## src/rtl/port_e_params.svh

```systemverilog
`ifndef PORT_E_PARAMS_SVH
`define PORT_E_PARAMS_SVH

// ==========================================================
// register byte offsets
`define OFF_PORT_DATA     8'h00
`define OFF_PORT_DIR      8'h04
`define OFF_ALT_SELECT    8'h08
`define OFF_PIN_STATE     8'h0C
`define OFF_T2_CONTROL    8'h10
`define OFF_IRQ_STATUS    8'h14
`define OFF_IRQ_CLEAR     8'h18
`define OFF_IRQ_ENABLE    8'h1C

// ==========================================================
// reset values
`define RST_PORT_DATA     8'h00
`define RST_PORT_DIR      8'h00
`define RST_ALT_SELECT    8'h00
`define RST_T2_CONTROL    8'h00
`define RST_IRQ           2'h0

// ==========================================================
// field positions
`define PIN_T0_OVF        0
`define PIN_T1_OVF        1
`define PIN_T2_OVF        2
`define PIN_SER0_DATA     3
`define PIN_SER1_DATA     4
`define PIN_EXT_IRQ6      5
`define PIN_T2_RELOAD     6
`define PIN_WAVE_ADDR8    7
`define T2CTL_EXT_EN      0
`define IRQ_EXT6_EDGE     0
`define IRQ_T2_RELOAD     1

// ==========================================================
// bus answers
`define RESP_OKAY         2'h0
`define RESP_SLVERR       2'h2

`endif

```

## src/rtl/port_e_pkg.sv

```systemverilog
package port_e_pkg;

	// ======================================================
	// shared types
	typedef logic [7:0] byte_t;

	typedef enum logic [1:0] {
		SER_MODE0,
		SER_MODE1,
		SER_MODE2,
		SER_MODE3
	} serial_mode_e;

	typedef enum {
		SEL_DATA,
		SEL_DIR,
		SEL_ALT,
		SEL_PIN,
		SEL_T2CTL,
		SEL_STATUS,
		SEL_CLEAR,
		SEL_ENABLE,
		SEL_NONE
	} reg_sel_e;

endpackage

```

## src/rtl/pin_event_if.sv

```systemverilog
`timescale 1ns/100ps

// ==========================================================
// synchronised pin levels and their edges
interface pin_event_if;
	logic [7:0] level;
	logic [7:0] rise;
	logic [7:0] fall;

	modport producer (output level, output rise, output fall);
	modport consumer (input level, input rise, input fall);
endinterface

```

## src/rtl/overflow_pulse_gen.sv

```systemverilog
`timescale 1ns/100ps

module overflow_pulse_gen
	import port_e_pkg::*;
(
	input  wire logic ref_clk,
	input  wire logic rst,
	input  wire logic overflowFull,
	input  wire logic overflowLow,
	input  wire logic splitMode,
	output logic      pulse
);

	logic srcPrev;
	logic src;

	// split counters report through the low byte
	assign src = splitMode ? overflowLow : overflowFull;

	// ======================================================
	// rising edge of the source gives exactly one cycle high;
	// a held overflow level does not stretch the pulse
	always_ff @(posedge ref_clk or posedge rst) begin
		if (rst) begin
			srcPrev <= 1'h0;
			pulse   <= 1'h0;
		end else begin
			srcPrev <= src;
			pulse   <= src & ~srcPrev;
		end
	end

endmodule

```

## src/rtl/pin_sync_edge.sv

```systemverilog
`timescale 1ns/100ps

module pin_sync_edge
	import port_e_pkg::*;
(
	input  wire logic  ref_clk,
	input  wire logic  rst,
	input  wire byte_t pinIn,
	pin_event_if.producer ev
);

	byte_t meta;
	byte_t stable;
	byte_t prev;

	// ======================================================
	// two-stage synchroniser, then one history stage per bit
	genvar i;
	generate
		for (i = 0; i < 8; i++) begin : g_bit
			always_ff @(posedge ref_clk or posedge rst) begin
				if (rst) begin
					meta[i]   <= 1'h0;
					stable[i] <= 1'h0;
					prev[i]   <= 1'h0;
				end else begin
					meta[i]   <= pinIn[i];
					stable[i] <= meta[i];
					prev[i]   <= stable[i];
				end
			end
		end
	endgenerate

	// edges only look at the second stage and its history stage, never at meta
	assign ev.level = stable;
	assign ev.rise  = stable & ~prev;
	assign ev.fall  = ~stable & prev;

endmodule

```

## src/rtl/port_e_alt_function_mux.sv

```systemverilog
// Decided for this implementation: the address map and the AXI4-Lite register port.
`timescale 1ns/100ps
`include "port_e_params.svh"

module port_e_alt_function_mux
	import port_e_pkg::*;
(
	input  wire logic         ref_clk,
	input  wire logic         rst,
	// AXI4-Lite slave
	input  wire logic [7:0]   awaddr,
	input  wire logic         awvalid,
	output logic              awready,
	input  wire logic [31:0]  wdata,
	input  wire logic [3:0]   wstrb,
	input  wire logic         wvalid,
	output logic              wready,
	output logic [1:0]        bresp,
	output logic              bvalid,
	input  wire logic         bready,
	input  wire logic [7:0]   araddr,
	input  wire logic         arvalid,
	output logic              arready,
	output logic [31:0]       rdata,
	output logic [1:0]        rresp,
	output logic              rvalid,
	input  wire logic         rready,
	// port pins
	input  wire byte_t        pinIn,
	output byte_t             pinOut,
	output byte_t             pinOe,
	// internal peripherals, same clock
	input  wire logic         timer0Overflow,
	input  wire logic         timer0LowOverflow,
	input  wire logic         timer0SplitMode,
	input  wire logic         timer1Overflow,
	input  wire logic         timer1LowOverflow,
	input  wire logic         timer1SplitMode,
	input  wire logic         timer2Overflow,
	input  wire serial_mode_e serial0Mode,
	input  wire logic         serial0SyncDataOut,
	input  wire serial_mode_e serial1Mode,
	input  wire logic         serial1SyncDataOut,
	input  wire logic         waveformIfAddrBit8,
	// requests to the core
	output logic              extIrqSixRequest,
	output logic              timer2ReloadStrobe,
	output logic              irq
);

	// ======================================================
	// register decode, shared by write and read paths
	function automatic reg_sel_e decodeReg(input logic [7:0] addr);
		case (addr)
			`OFF_PORT_DATA:  decodeReg = SEL_DATA;
			`OFF_PORT_DIR:   decodeReg = SEL_DIR;
			`OFF_ALT_SELECT: decodeReg = SEL_ALT;
			`OFF_PIN_STATE:  decodeReg = SEL_PIN;
			`OFF_T2_CONTROL: decodeReg = SEL_T2CTL;
			`OFF_IRQ_STATUS: decodeReg = SEL_STATUS;
			`OFF_IRQ_CLEAR:  decodeReg = SEL_CLEAR;
			`OFF_IRQ_ENABLE: decodeReg = SEL_ENABLE;
			default:         decodeReg = SEL_NONE;
		endcase
	endfunction

	// ======================================================
	// declarations
	byte_t       portData;
	byte_t       portDir;
	byte_t       port_alt_select;
	byte_t       timer2_control;
	logic [1:0]  irqStatus;
	logic [1:0]  irqEnable;
	logic        haveAw;
	logic        haveW;
	logic [7:0]  wrAddr;
	logic [31:0] wrData;
	logic        wrLane0;
	logic        commit;
	logic        next_haveAw;
	logic        next_haveW;
	logic        next_bvalid;
	logic        next_rvalid;
	reg_sel_e    wrSel;
	reg_sel_e    rdSel;
	logic        wrByte;
	logic        timer0_overflow_pulse;
	logic        timer1_overflow_pulse;
	logic        timer2_overflow_pulse;
	logic        serial0Pin;
	logic        serial1Pin;
	logic        irqSixEdge;
	logic        reloadEdge;
	logic [1:0]  irqEvents;
	byte_t       next_pinOut;
	byte_t       next_pinOe;
	logic [31:0] next_rdata;

	pin_event_if pinEv ();

	// ======================================================
	// pin synchroniser and timer overflow pulse shapers
	pin_sync_edge u_sync (
		.ref_clk (ref_clk),
		.rst     (rst),
		.pinIn   (pinIn),
		.ev      (pinEv)
	);

	overflow_pulse_gen u_t0 (
		.ref_clk      (ref_clk),
		.rst          (rst),
		.overflowFull (timer0Overflow),
		.overflowLow  (timer0LowOverflow),
		.splitMode    (timer0SplitMode),
		.pulse        (timer0_overflow_pulse)
	);

	overflow_pulse_gen u_t1 (
		.ref_clk      (ref_clk),
		.rst          (rst),
		.overflowFull (timer1Overflow),
		.overflowLow  (timer1LowOverflow),
		.splitMode    (timer1SplitMode),
		.pulse        (timer1_overflow_pulse)
	);

	// timer 2 has no split mode, so the low input is unused
	overflow_pulse_gen u_t2 (
		.ref_clk      (ref_clk),
		.rst          (rst),
		.overflowFull (timer2Overflow),
		.overflowLow  (1'h0),
		.splitMode    (1'h0),
		.pulse        (timer2_overflow_pulse)
	);

	// ======================================================
	// write channel: address and data taken in either order
	assign commit  = haveAw & haveW & ~bvalid;
	assign wrSel   = decodeReg(wrAddr);
	assign wrByte  = commit & wrLane0;

	always_comb begin
		next_haveAw = haveAw | (awvalid & awready);
		next_haveW  = haveW | (wvalid & wready);
		next_bvalid = bvalid & ~bready;
		if (commit) begin
			next_haveAw = 1'h0;
			next_haveW  = 1'h0;
			next_bvalid = 1'h1;
		end
	end

	// holding registers for the accepted address and data
	always_ff @(posedge ref_clk or posedge rst) begin
		if (rst) begin
			haveAw  <= 1'h0;
			haveW   <= 1'h0;
			wrAddr  <= 8'h00;
			wrData  <= 32'h0000_0000;
			wrLane0 <= 1'h0;
		end else begin
			haveAw <= next_haveAw;
			haveW  <= next_haveW;
			if (awvalid && awready) begin
				wrAddr <= awaddr;
			end
			if (wvalid && wready) begin
				wrData  <= wdata;
				wrLane0 <= wstrb[0]; // upper lanes hold no bits
			end
		end
	end

	// ready drops while a word is held or the answer waits
	always_ff @(posedge ref_clk or posedge rst) begin
		if (rst) begin
			awready <= 1'h0;
			wready  <= 1'h0;
			bvalid  <= 1'h0;
			bresp   <= `RESP_OKAY;
		end else begin
			awready <= ~next_haveAw & ~next_bvalid;
			wready  <= ~next_haveW & ~next_bvalid;
			bvalid  <= next_bvalid;
			if (commit) begin
				bresp <= (wrSel == SEL_NONE) ? `RESP_SLVERR : `RESP_OKAY;
			end
		end
	end

	// ======================================================
	// software registers
	always_ff @(posedge ref_clk or posedge rst) begin
		if (rst) begin
			portData <= `RST_PORT_DATA;
			portDir  <= `RST_PORT_DIR;
		end else if (wrByte) begin
			if (wrSel == SEL_DATA) begin
				portData <= wrData[7:0];
			end
			if (wrSel == SEL_DIR) begin
				portDir <= wrData[7:0];
			end
		end
	end

	// alternate selection comes up as plain I/O
	always_ff @(posedge ref_clk or posedge rst) begin
		if (rst) begin
			port_alt_select <= `RST_ALT_SELECT;
		end else if (wrByte && wrSel == SEL_ALT) begin
			port_alt_select <= wrData[7:0];
		end
	end

	always_ff @(posedge ref_clk or posedge rst) begin
		if (rst) begin
			timer2_control <= `RST_T2_CONTROL;
			irqEnable      <= `RST_IRQ;
		end else if (wrByte) begin
			if (wrSel == SEL_T2CTL) begin
				timer2_control <= wrData[7:0];
			end
			if (wrSel == SEL_ENABLE) begin
				irqEnable <= wrData[1:0];
			end
		end
	end

	// ======================================================
	// input functions: edges only count when the pin is
	// given over to its alternate function
	assign irqSixEdge = port_alt_select[`PIN_EXT_IRQ6]
		& pinEv.rise[`PIN_EXT_IRQ6];
	assign reloadEdge = port_alt_select[`PIN_T2_RELOAD]
		& timer2_control[`T2CTL_EXT_EN]
		& pinEv.fall[`PIN_T2_RELOAD];

	always_ff @(posedge ref_clk or posedge rst) begin
		if (rst) begin
			extIrqSixRequest   <= 1'h0;
			timer2ReloadStrobe <= 1'h0;
		end else begin
			extIrqSixRequest   <= irqSixEdge;
			timer2ReloadStrobe <= reloadEdge;
		end
	end

	// ======================================================
	// sticky status; a new event beats a clear in the same cycle
	assign irqEvents[`IRQ_EXT6_EDGE] = irqSixEdge;
	assign irqEvents[`IRQ_T2_RELOAD] = reloadEdge;

	always_ff @(posedge ref_clk or posedge rst) begin
		if (rst) begin
			irqStatus <= `RST_IRQ;
		end else if (wrByte && wrSel == SEL_CLEAR) begin
			irqStatus <= (irqStatus & ~wrData[1:0]) | irqEvents;
		end else begin
			irqStatus <= irqStatus | irqEvents;
		end
	end

	// level output, one cycle behind the status it reflects
	always_ff @(posedge ref_clk or posedge rst) begin
		if (rst) begin
			irq <= 1'h0;
		end else begin
			irq <= |(irqStatus & irqEnable);
		end
	end

	// ======================================================
	// output pin mux
	assign serial0Pin = (serial0Mode == SER_MODE0)
		? serial0SyncDataOut : 1'h1;
	assign serial1Pin = (serial1Mode == SER_MODE0)
		? serial1SyncDataOut : 1'h1;

	always_comb begin
		// plain I/O everywhere first, then alternates override
		next_pinOut = portData;
		next_pinOe  = portDir;
		if (port_alt_select[`PIN_T0_OVF]) begin
			next_pinOut[`PIN_T0_OVF] = timer0_overflow_pulse;
			next_pinOe[`PIN_T0_OVF]  = 1'h1;
		end
		if (port_alt_select[`PIN_T1_OVF]) begin
			next_pinOut[`PIN_T1_OVF] = timer1_overflow_pulse;
			next_pinOe[`PIN_T1_OVF]  = 1'h1;
		end
		if (port_alt_select[`PIN_T2_OVF]) begin
			next_pinOut[`PIN_T2_OVF] = timer2_overflow_pulse;
			next_pinOe[`PIN_T2_OVF]  = 1'h1;
		end
		if (port_alt_select[`PIN_SER0_DATA]) begin
			next_pinOut[`PIN_SER0_DATA] = serial0Pin;
			next_pinOe[`PIN_SER0_DATA]  = 1'h1;
		end
		if (port_alt_select[`PIN_SER1_DATA]) begin
			next_pinOut[`PIN_SER1_DATA] = serial1Pin;
			next_pinOe[`PIN_SER1_DATA]  = 1'h1;
		end
		// the two input functions keep their drivers off
		if (port_alt_select[`PIN_EXT_IRQ6]) begin
			next_pinOut[`PIN_EXT_IRQ6] = 1'h0;
			next_pinOe[`PIN_EXT_IRQ6]  = 1'h0;
		end
		if (port_alt_select[`PIN_T2_RELOAD]) begin
			next_pinOut[`PIN_T2_RELOAD] = 1'h0;
			next_pinOe[`PIN_T2_RELOAD]  = 1'h0;
		end
		if (port_alt_select[`PIN_WAVE_ADDR8]) begin
			next_pinOut[`PIN_WAVE_ADDR8] = waveformIfAddrBit8;
			next_pinOe[`PIN_WAVE_ADDR8]  = 1'h1;
		end
	end

	// registered pins: glitch-free, at the cost of one cycle
	always_ff @(posedge ref_clk or posedge rst) begin
		if (rst) begin
			pinOut <= 8'h00;
			pinOe  <= 8'h00;
		end else begin
			pinOut <= next_pinOut;
			pinOe  <= next_pinOe;
		end
	end

	// ======================================================
	// read channel, one word in flight
	assign rdSel       = decodeReg(araddr);
	assign next_rvalid = (arvalid & arready) | (rvalid & ~rready);

	always_comb begin
		next_rdata = 32'h0000_0000;
		case (rdSel)
			SEL_DATA:   next_rdata[7:0] = portData;
			SEL_DIR:    next_rdata[7:0] = portDir;
			SEL_ALT:    next_rdata[7:0] = port_alt_select;
			SEL_PIN:    next_rdata[7:0] = pinEv.level;
			SEL_T2CTL:  next_rdata[7:0] = timer2_control;
			SEL_STATUS: next_rdata[1:0] = irqStatus;
			SEL_ENABLE: next_rdata[1:0] = irqEnable;
			default:    next_rdata = 32'h0000_0000; // clear reads zero
		endcase
	end

	always_ff @(posedge ref_clk or posedge rst) begin
		if (rst) begin
			arready <= 1'h0;
			rvalid  <= 1'h0;
			rdata   <= 32'h0000_0000;
			rresp   <= `RESP_OKAY;
		end else begin
			arready <= ~next_rvalid;
			rvalid  <= next_rvalid;
			if (arvalid && arready) begin
				rdata <= next_rdata;
				rresp <= (rdSel == SEL_NONE) ? `RESP_SLVERR : `RESP_OKAY;
			end
		end
	end

endmodule

```

## config.mk

```make
export PLATFORM = sky130hd
export DESIGN_NAME = port_e_alt_function_mux
export DESIGN_NICKNAME = d
export VERILOG_FILES = /design/src/rtl/port_e_pkg.sv /design/src/rtl/pin_event_if.sv /design/src/rtl/overflow_pulse_gen.sv /design/src/rtl/pin_sync_edge.sv /design/src/rtl/port_e_alt_function_mux.sv
export VERILOG_INCLUDE_DIRS = /design/src /design/src/rtl
export SDC_FILE = /design/constraint.sdc
export NUM_CORES = 1
export LEC_CHECK = 0
export BUFFER_PORTS_ARGS = -buffer_cell sky130_fd_sc_hd__buf_2
export CAP_MARGIN = 10
export CORE_MARGIN = 2
export CORE_UTILIZATION = 51
export CTS_CLUSTER_DIAMETER = 100
export DETAILED_ROUTE_END_ITERATION = 10
export PLACE_DENSITY_LB_ADDON = 0.1
export SLEW_MARGIN = 20
export SYNTH_ARGS = -nofsm -noshare
export SYNTH_HDL_FRONTEND = slang
export SYNTH_SLANG_ARGS = --single-unit
```

## constraint.sdc

```tcl
create_clock -name ref_clk -period 3.75 [get_ports ref_clk]
set_input_delay 0.375 -clock ref_clk [delete_from_list [all_inputs] [get_ports ref_clk]]
set_output_delay 0.375 -clock ref_clk [all_outputs]
set_load 0.01 [all_outputs]
```

# --- Word-level counts from Yosys, hierarchy flattened ---
# Memories as Yosys holds them, arrays and structs flattened.
# Cells that the tools add are included.
totals:
  mem_count: 2
  out_inout_bits: 60
  word_cells: 152
  register_bits: 120
  rom_bits: 256
mem_list:
  columns: ["name", "words", "word_bits", "read_ports", "rd_ports_with_merged_regs", "wr", "line_no", "rtl"]
  rows:
  - ["(name not given)", 32, 4, 1, 0, 0, "port_e_alt_function_mux.sv:54", "case (addr)"]
  - ["(name not given)", 32, 4, 1, 0, 0, "port_e_alt_function_mux.sv:54", null]
op_classes:
  n_bitwise: 38
  mux: 30
  n_eq_ne: 13
  n_reduce_logical: 16
ops:
  columns: ["cell", "count"]
  rows:
  - ["32-bit by 3-bit equality test with 1-bit output, second input constant", 4]
  - ["32-bit by 2-bit equality test with 1-bit output, second input constant", 3]
  - ["32-bit by 4-bit equality test with 1-bit output, second input constant", 3]
  - ["32-bit by 5-bit equality test with 1-bit output, second input constant", 2]
  - ["32-bit logical NOT", 2]
  - ["32-bit 2-to-1 mux", 2]
  - ["32-bit by 1-bit equality test with 1-bit output, second input constant", 1]
  - ["6-bit case mux with 5 select lines", 1]
  - ["1-bit 2-to-1 mux", 23]
  - ["1-bit bitwise AND", 16]
  - ["2-bit case mux with 7 select lines", 1]
  - ["1-bit inverter", 10]
  - ["2-bit AND reduction", 4]
  - ["7-bit bitwise AND", 1]
  - ["7-bit inverter", 1]
  - ["6-bit bitwise AND", 1]
  - ["3-bit logical NOT", 2]
  - ["2-bit 2-to-1 mux", 3]
  - ["6-bit inverter", 1]
  - ["1-bit logical AND", 5]
  - ["2-bit bitwise AND", 2]
  - ["2-bit logical NOT", 2]
  - ["2-bit bitwise OR", 2]
  - ["1-bit bitwise OR", 3]
  - ["2 further kinds", 2]

# --- Logic depth before layout (Yosys ltp) ---
# Gate-level depths: netlist (run 1).
logic_depth:
  ltp_word: 5
  depth_mapped: 6
  mapped_depth_nobuf: 4

# --- Hierarchy ---
# Synthesis (run 1) repeated with hierarchy kept, for this count alone.
hier_totals:
  cells_unflattened: 334
  area_unflattened_um2: 4873.4
modules_own_cells:
  columns: ["module", "instances", "cells_per_inst", "area_each_um2", "seq_area_each_um2"]
  rows:
  - ["port_e_alt_function_mux", 1, 278, 3881.2, 2227.1]
  - ["pin_sync_edge", 1, 41, 744.5, 600.6]
  - ["overflow_pulse_gen", 3, 5, 82.6, 50.0]

# --- Worst setup path after synthesis (run 1) ---
# OpenSTA, ideal clock, no wires.
synth_timing:
  kind: "register to register"
  start: "register wrAddr[1]"
  end: "register portDir[0]"
  slack_ns: 1.580
  required_ns: 3.625
  path_stages_with_launch: 5
  path_buffers: 0
  t_arrival_ns: 2.045
  cell_sequence: "dfrtp_1 > or4_4 > or3_4 > nor4_4 > mux2_2"
synth_via:
  elab_chain_cells: 4
synth_lines:
  columns: ["item", "line_no", "rtl"]
  rows:
  - ["start, declared", "port_e_alt_function_mux.sv:77", "logic [7:0] wrAddr;"]
  - ["start signal, assigned", "port_e_alt_function_mux.sv:168", "wrAddr <= awaddr;"]
  - ["memory read 32 x 4 bit", null, null]
  - ["32-bit 2-to-1 mux", "port_e_alt_function_mux.sv:54", null]
  - ["32-bit by 2-bit equality test with 1-bit output", "port_e_alt_function_mux.sv:204", "if (wrSel == SEL_DIR) begin"]
  - ["2-bit AND reduction (no source line)", null, null]
  - ["end signal, assigned", "port_e_alt_function_mux.sv:199", "portDir <= `RST_PORT_DIR;"]
  - ["end signal, assigned", "port_e_alt_function_mux.sv:205", "portDir <= wrData[7:0];"]
  - ["end, declared", "port_e_alt_function_mux.sv:70", "byte_t portDir;"]
# Every way passes these cells.
# A chain may end at the register's enable or synchronous reset.

# --- Worst setup path in the final report (run 1) ---
# Ends and elaborated chain as after synthesis.

==> results of run 1 <==
## layout make-up
cell class | count | area (sq um) | area share, %
clock inverters | 9 | 106 | 1.89
multi-input cells | 195 | 1520 | 26.9
flip-flops and latches | 113 | 2830 | 50.2
clock buffers | 22 | 473 | 8.39
inverters | 9 | 36.3 | 0.644
repair buffers | 98 | 541 | 9.59
well taps | 108 | 135 | 2.40
## final timing paths
| kind | slack [ns] | start | cells past startpoint | to |
|---|---|---|---|---|
| setup / recovery | 1.27 | wrAddr[1] | 4 | portDir[0] |
| hold / removal | 0.05 | rst | 2 | wrData[2] |
| setup reg to reg | 1.27 | wrAddr[1] | 4 | portDir[0] |
| hold reg to reg | 0.34 | u_sync.meta[3] | 0 | u_sync.ev.level[3] |
| max in group asynchronous | 2.84 | rst | 3 | wrAddr[3] |
| min in group ref_clk | 0.06 | awvalid | 2 | awready |
## through the flow
stage	power [mW]	std cells
after global placement	2.09	514
after global routing	3.80	554
after floorplan	1.96	351
after detailed placement	2.11	514
after CTS	3.67	554
final	3.62	554
## metal layers
metal  wire length, microns  up-vias  GRT usage (%)  share of wire (%)
met1                   3680     1344           25.0                 44
met5                     11        -              0               0.13
met4                     89        2           8.87                1.1
met3                    575       10           6.01                6.9
met2                   3980      104           29.2                 48
li1                       -     1315              -                  -
## state kept, by name, summed over array words and instances, names as in the netlist, 2 cells and up
signal           cells
wrData               8
timer2_control       8
irqEnable            2
wrAddr               8
portDir              8
u_sync.ev.level      8
irqStatus            2
pinOut               8
pinOe                8
u_sync.meta          8
rdata                8
u_sync.prev          2
port_alt_select      8
portData             8
## logic make-up (layout without fill, tap and decap cells)
logic type | Yosys count | after routing
mux | 72 | 72
buf+inv | 43 | 138
other cells | 1 | 26
simple gates | 61 | 61
compound gates | 36 | 36
flops | 113 | 113
## where the power goes
group	switching, mW	internal [mW]
clock	0.519	1.01
combinational	0.220	0.256
sequential	0.184	1.43
total	0.923	2.70
## cells in the final DEF (no fill, tap or decap), drive strengths merged, types with 3 or more instances in the layout
master and instances:
a21oi 8, buf 89, clkbuf 22, clkinv 4, clkinvlp 3, conb 26, dfrtp 113, dlygate4sd3 9
inv 9, mux2 58, mux2i 13, nand2 14, nand2b 3, nand3b 4, nor2 11, nor2b 8
nor3 4, o21ai 7, o221ai 5, or2 6
==> impl_metrics.json, run 1 <==
{
  "syn_area_sq_um": 4510,
  "synth.area.mux_share_pct": 17.8,
  "cp-start-kind": "flip-flop",
  "vias": 2775,
  "synth.area.top_cells": "dfrtp_1 63%, mux2_2 14%, buf_4 4.5%, mux2i_1 2.9%, nand2_1 1.2%",
  "path_clk_slew_ns": 0.06,
  "antenna_left": 0,
  "p_per_area_nw_per_um2": 642,
  "hold_violations": 0,
  "finalNetCount": 515,
  "layout.core_utilization_pct": 65.3,
  "root_buffer": "clkbuf_8",
  "die_y_microns": 98.1,
  "via_per_inst": 5.01,
  "synth_top_cell_by_area": "dfrtp_1",
  "cts_tree": "yes",
  "yosysWarnings": 0,
  "avgSynthCellArea_sq_um": 13.8,
  "fin_crit_sh_pct": 66.2,
  "drtIter0Drc": 108,
  "drv_slew": 0,
  "synthSimpleGateAreaFrac_pct": 8.09,
  "setup_viol": 0,
  "numCtsBuffers": 17,
  "synth_most_common_cell": "dfrtp_1",
  "area_growth_syn_to_layout_pct": 24.9,
  "cts_setup_buffers": 0,
  "fin_hold_ws_ns": 0.0463,
  "critPathKind": "reg -> reg",
  "fin_ws_ns": 1.27,
  "dpl_cell_area_sq_um": 4970,
  "cp-end-kind": "flip-flop",
  "cp_slowest_cell": "nor4_4",
  "io_buffers": 87,
  "synth_edf_count": 0,
  "hold_path_class": "in -> async",
  "first_pass_iters": 4,
  "vdd_drop_max_mv": 0.364,
  "ys_seq_area_share_pct": 62.6,
  "setup_tns_ns": 0,
  "die_w_microns": 98.1,
  "die_area_sq_um": 9620,
  "fin_crit_ns": 2.48,
  "grt_max_degree": 78,
  "yosysTopAreaCellShare_pct": 62.6,
  "crit_buf_inv": 0,
  "netlist_instances": 326,
  "detail_route.drc_violations": 0,
  "grt-ovfl-total": 0,
  "synth_fa_ha_area_share_pct": 0,
  "synth_compound_area_share_pct": 5.52,
  "ys.flop_type": "dfrtp_1",
  "design.core.area_sq_um": 8640,
  "num_rows": 34,
  "max_cap_viol_count": 0,
  "htreeDepth": 4,
  "rsz0062_at_grt": "no",
  "fmax_mhz": 403,
  "cpPeakStageDelay_ns": 0.63,
  "synthArstFlopShare_pct": 100,
  "clk_latency_ns": 0.51,
  "synth-seq-cells": 113,
  "dp_slack_ns": 1.29,
  "hpwl_mm": 5.41,
  "path_cells": "or4_4 > or3_4 > nor4_4 > mux2_2",
  "antenna_cells": 0,
  "synth_common_cells": "113 x dfrtp_1, 58 x mux2_2, 27 x buf_4",
  "grt.total_usage_pct": 19.1,
  "wire_per_inst_microns": 15.1,
  "critical_path_required_ns": 4.14,
  "outcome": "finished, final reports clean",
  "synthXorXnorAreaFrac_pct": 0,
  "clkSinkCount": 113,
  "p_leak_nw": 2.90,
  "antenna_found_initial": 1,
  "start_util_pct": 52.3,
  "slew_headroom_pct": 37.9,
  "clock_path_buffers": 2,
  "synth_top_family_by_area": "multiplexers",
  "ctsResizeCount": 0,
  "drive_gt1_share_pct": 42.4,
  "fin_area_sq_um": 5640,
  "skew_ns": 0.0117,
  "wirelength_mm": 8.34,
  "ys_types": 40,
  "fillers": 656,
  "arrival_ns": 2.87,
  "pin_count": 141,
  "grt_pass1_wl_mm": 14.0,
  "gp_congestion": 0.745,
  "postCtsHoldBufs": 9,
  "cp_max_fo": 8,
  "tightest_slew_ns": 0.931,
  "grt_pass1_vias": 2866,
  "path_delay_family": "simple AND/OR/NAND/NOR gates"
}
Note: power is estimated with default switching activity, not from simulation.
==> run 2: changes to the inputs <==
- CORE_UTILIZATION: 51 -> 46
- clock period: 3.75 -> 2.2 ns (I/O delays scaled with it)
==> run 2 against run 1 <==
Compared with the run above:
- utilization decreased by 2.3 points
- sequential power is 70% higher
- fmax grew 17%
- final cell count rose by 12%
- power grew 69%
- non-clock buffer count is 42 higher
- combinational power rose by 88%
- clock skew fell by 0.0022 ns
- via count is 7.1% higher
- register-to-register slack got worse by 1.2 ns
- global-route usage increased by 0.18 points
- die area is 10% higher
- critical endpoint is now portDir[3]
- highest routed layer is now met4
==> impl_metrics.json, run 2 (synthesis results as in run 1) <==
{
  "outcome": "finished, final reports clean",
  "stdcell_count": 622,
  "antenna_left": 0,
  "crit_buf_inv": 1,
  "wirelength_mm": 8.95,
  "io_buffers": 87,
  "area_growth_syn_to_layout_pct": 34.4,
  "cp-start-kind": "flip-flop",
  "die_y_microns": 103,
  "setup_viol": 0,
  "fin_crit_sh_pct": 96.2,
  "finalNetCount": 557,
  "tightest_slew_ns": 0.737,
  "arrival_ns": 2.50,
  "grt-ovfl-total": 0,
  "die_area_sq_um": 10600,
  "cp-end-kind": "flip-flop",
  "clkSinkCount": 113,
  "root_buffer": "clkbuf_8",
  "htreeDepth": 4,
  "grt_max_degree": 45,
  "cp_slowest_cell": "or4_4",
  "detail_route.drc_violations": 0,
  "pin_count": 141,
  "fin_crit_ns": 2.12,
  "critPathKind": "reg -> reg",
  "fillers": 816,
  "drv_slew": 0,
  "num_rows": 36,
  "critical_path_required_ns": 2.58,
  "most-common-layout-cells": "113 x dfrtp_1, 87 x buf_2, 58 x mux2_2, 40 x dlygate4sd3_1, 26 x conb_1",
  "max_cap_viol_count": 0,
  "path_delay_family": "simple AND/OR/NAND/NOR gates",
  "design.core.area_sq_um": 9640,
  "cts_tree": "yes",
  "cp_max_fo": 5,
  "slew_headroom_pct": 50.7,
  "drive_gt1_share_pct": 41.1,
  "hpwl_mm": 5.92,
  "antenna_cells": 0,
  "hold_violations": 0,
  "cts_setup_buffers": 0,
  "path_cells": "or4_4 > or3_4 > nor4_4 > buf_4 > mux2_2",
  "grt_pass1_vias": 3085,
  "skew_ns": 0.00944,
  "gp_congestion": 0.755,
  "die_w_microns": 103,
  "path_clk_slew_ns": 0.06,
  "clock_path_buffers": 2,
  "fmax_mhz": 473,
  "p_leak_nw": 3.07,
  "vdd_drop_max_mv": 0.542,
  "clk_latency_ns": 0.50,
  "vias": 2971,
  "cpPeakStageDelay_ns": 0.54,
  "first_pass_iters": 5,
  "via_per_inst": 4.78,
  "grt_pass1_wl_mm": 15.2,
  "drtIter0Drc": 66,
  "setup_tns_ns": 0,
  "p_per_area_nw_per_um2": 1010,
  "numCtsBuffers": 17,
  "wire_per_inst_microns": 14.4,
  "grt.total_usage_pct": 19.2,
  "layout_commonest_cell": "dfrtp_1",
  "start_util_pct": 46.8,
  "antenna_found_initial": 0,
  "layout.core_utilization_pct": 63.0,
  "hold_path_class": "in -> reg",
  "rsz0062_at_grt": "yes",
  "dpl.cell_count": 550
}
==> run 2: cell count changes in the layout (fill, tap and decap cells not counted), moves of 2 or more <==
cell | before | now
clkinvlp_4 | 3 | 5
clkinv_2 | 3 | 5
buf_4 | 2 | 9
dlygate4sd3_1 | 9 | 40
buf_6 | 0 | 2
buf_12 | 0 | 2
==> run 2: routing by layer <==
metal | track usage, % | vias to the layer above | wire length [microns] | share of wire, %
met5 | 0 | - | 0 | 0
met4 | 6.88 | 0 | 75 | 0.84
met3 | 6.10 | 7 | 404 | 4.5
met1 | 24.3 | 1459 | 3980 | 44
li1 | - | 1404 | - | -
met2 | 31.4 | 101 | 4490 | 50
==> run 2: path summary, 6_finish.rpt <==
check                               startpoint  cells past startpoint  slack (ns)                 end
worst max-delay path                 wrAddr[1]                      5        0.08          portDir[3]
min in group asynchronous                  rst                      3        0.39        u_t0.srcPrev
worst max register to register       wrAddr[1]                      5        0.08          portDir[3]
worst min-delay path            timer0Overflow                      3        0.09          u_t0.pulse
max in group asynchronous                  rst                      4        1.16          portDir[5]
worst min register to register  u_sync.meta[5]                      0        0.35  u_sync.ev.level[5]
==> run 2: area by class of cell <==
type,count,area (sq um),area share (%)
multi-input cells,195,1520,25.1
well taps,133,166,2.74
inverters,9,37.5,0.619
repair buffers,140,966,15.9
flip-flops and latches,113,2830,46.6
clock inverters,10,85.1,1.40
clock buffers,22,463,7.63
==> run 2: worst min-delay path, stage by stage <==
cell,delay [ns]
buf_2,0.07
mux2_2,0.14
nor2b_1,0.11
==> run 2: through the flow <==
| step | instance area [sq um] | setup slack (ns) | total power, mW | hold slack (ns) |
|---|---|---|---|---|
| after floorplan | 4610 | 0.0303 | 3.34 | 0.251 |
| after global placement | 5110 | 0.0629 | 3.61 | 0.328 |
| after detailed placement | 5110 | 0.0379 | 3.64 | 0.329 |
| after CTS | 6060 | 0.0202 | 6.18 | 0.0677 |
| after global routing | 6070 | -0.0498 | 6.45 | 0.106 |
| final | 6070 | 0.0847 | 6.11 | 0.0886 |
==> run 2: what timing repair did <==
action / 4_1_cts / 5_1_grt
hold buffers: 40 / 0
endpoints found under the hold margin: 66 / 0
setup endpoints to repair: 0 / 18
resized for setup: 0 / 3
==> run 2: where the power goes <==
part	total (mW)	internal, mW	leakage [nW]	switching [mW]
logic	0.893	0.500	1.35	0.394
clock network	2.46	1.57	0.263	0.886
registers	2.76	2.44	1.46	0.315
==> run 3: changes to the inputs <==
- clock period: 2.2 -> 1.75 ns (I/O delays scaled with it)
==> run 3 against run 2 <==
Compared with the run above:
- the run now ends with setup timing left
- non-clock buffer count up 7
- setup slack worse by 0.40 ns
- sequential share of layout area down 1.1 points
- die area unchanged
- clock power up 39%
- utilization up 1.5 points
- power up 34%
- hold slack worse by 0.057 ns
- largest power group unchanged
==> impl_metrics.json, run 3 (synthesis results as in run 1) <==
{
  "root_buffer": "clkbuf_8",
  "power.total_mw": 8.20,
  "first_pass_iters": 4,
  "stdcell_count": 625,
  "grt_pass1_wl_mm": 15.4,
  "fin_hold_ws_ns": 0.0319,
  "antenna_left": 0,
  "drive_gt1_share_pct": 41.7,
  "dpl.cell_count": 554,
  "io_buffers": 87,
  "max_cap_viol_count": 0,
  "fin_ws_ns": -0.317,
  "hpwl_mm": 6.09,
  "vdd_drop_max_mv": 0.851,
  "hold_path_class": "in -> reg",
  "hold_violations": 0,
  "antenna_found_initial": 0,
  "num_rows": 36,
  "numCtsBuffers": 17,
  "detail_route.drc_violations": 0,
  "grt_max_degree": 64,
  "p_per_area_nw_per_um2": 1320,
  "via_per_inst": 4.79,
  "clkSinkCount": 113,
  "p_leak_nw": 3.14,
  "fin_crit_ns": 2.07,
  "drtIter0Drc": 134,
  "clock_path_buffers": 2,
  "die_w_microns": 103,
  "cp_max_fo": 8,
  "design.core.area_sq_um": 9640,
  "critPathKind": "reg -> reg",
  "htreeDepth": 4,
  "skew_ns": 0.00676,
  "path_clk_slew_ns": 0.05,
  "dpl_cell_area_sq_um": 5140,
  "area_growth_syn_to_layout_pct": 37.7,
  "layout_commonest_cell": "dfrtp_1",
  "cp-start-kind": "flip-flop",
  "arrival_ns": 2.46,
  "failed_checks": "setup timing",
  "holdPathStages": 3,
  "wirelength_mm": 9.41,
  "fin_crit_sh_pct": 118,
  "ff2ff_path_depth": 5,
  "critical_path_required_ns": 2.14,
  "tightest_slew_ns": 0.592,
  "pin_count": 141,
  "clk_latency_ns": 0.51,
  "gp_congestion": 0.738,
  "grt_pass1_vias": 3119,
  "wire_per_inst_microns": 15.1,
  "finalNetCount": 564,
  "grt.total_usage_pct": 19.8,
  "grt-ovfl-total": 0,
  "cts_tree": "yes",
  "die_area_sq_um": 10600,
  "most-common-layout-cells": "113 x dfrtp_1, 87 x buf_2, 50 x mux2_2, 41 x dlygate4sd3_1, 26 x conb_1",
  "fin_area_sq_um": 6210,
  "vias": 2996,
  "fmax_mhz": 484,
  "antenna_cells": 0,
  "rsz0062_at_grt": "yes",
  "setup_viol": 36,
  "die_y_microns": 103,
  "start_util_pct": 46.8,
  "drv_slew": 0,
  "outcome": "complete, but fails checks",
  "slew_headroom_pct": 60.5,
  "setup_tns_ns": -9.79,
  "cp-end-kind": "flip-flop"
}
-- run 3: path summary, 6_finish.rpt --
kind	slack, ns	start	end
max in group asynchronous	0.91	rst	timer2_control[2]
setup / recovery	-0.32	wrAddr[5]	portDir[0]
min in group asynchronous	0.21	rst	pinOut[3]
hold / removal	0.03	timer1Overflow	u_t1.pulse
hold reg to reg	0.34	u_sync.meta[2]	u_sync.ev.level[2]
setup reg to reg	-0.32	wrAddr[5]	portDir[0]
-- run 3: metal layers --
metal	global-route usage (%)	wire length, microns	up-vias
li1	-	-	1411
met1	25.4	4210	1474
met2	31.8	4580	94
met3	5.29	449	17
met4	8.60	171	0
met5	0	0	-
-- run 3: power breakdown --
part	switching, mW	internal [mW]	total (mW)	leakage [nW]
Sequential	0.396	3.07	3.47	1.46
Clock	1.10	2.32	3.42	0.288
Combinational	0.574	0.737	1.31	1.39
-- run 3: layout make-up --
class,instances,area (sq um)
clock buffer,23,487
clock inverter,5,103
fill,772,3420
inverter,9,37.5
multi-input combinational,195,1570
sequential,113,2830
tap,133,166
timing repair buffer,147,1020
-- run 3: per-stage QoR --
step / util, % / setup slack (ns)
2_1_floorplan: - / -0.420
3_3_place_gp: 53.3 / -0.380
3_5_place_dp: 53.3 / -0.405
4_1_cts: 64.4 / -0.384
5_1_grt: 64.5 / -0.395
6_report: 64.5 / -0.317
-- run 3: repair_timing --
item                                    4_1_cts  5_1_grt
endpoints found under the setup margin       36       36
pin swaps                                     5        1
hold endpoints to repair                     88        0
hold buffers                                 41        0
gates cloned                                  0        0
resized for setup                            14        0
buffers inserted                              1        1
-- run 3: worst max-delay path, stage by stage, from the launching register on --
cell and delay, ns:
dfrtp_1 0.37, or4_4 0.54, or3_4 0.38, nor4_4 0.15
buf_6 0.20, mux2_4 0.31
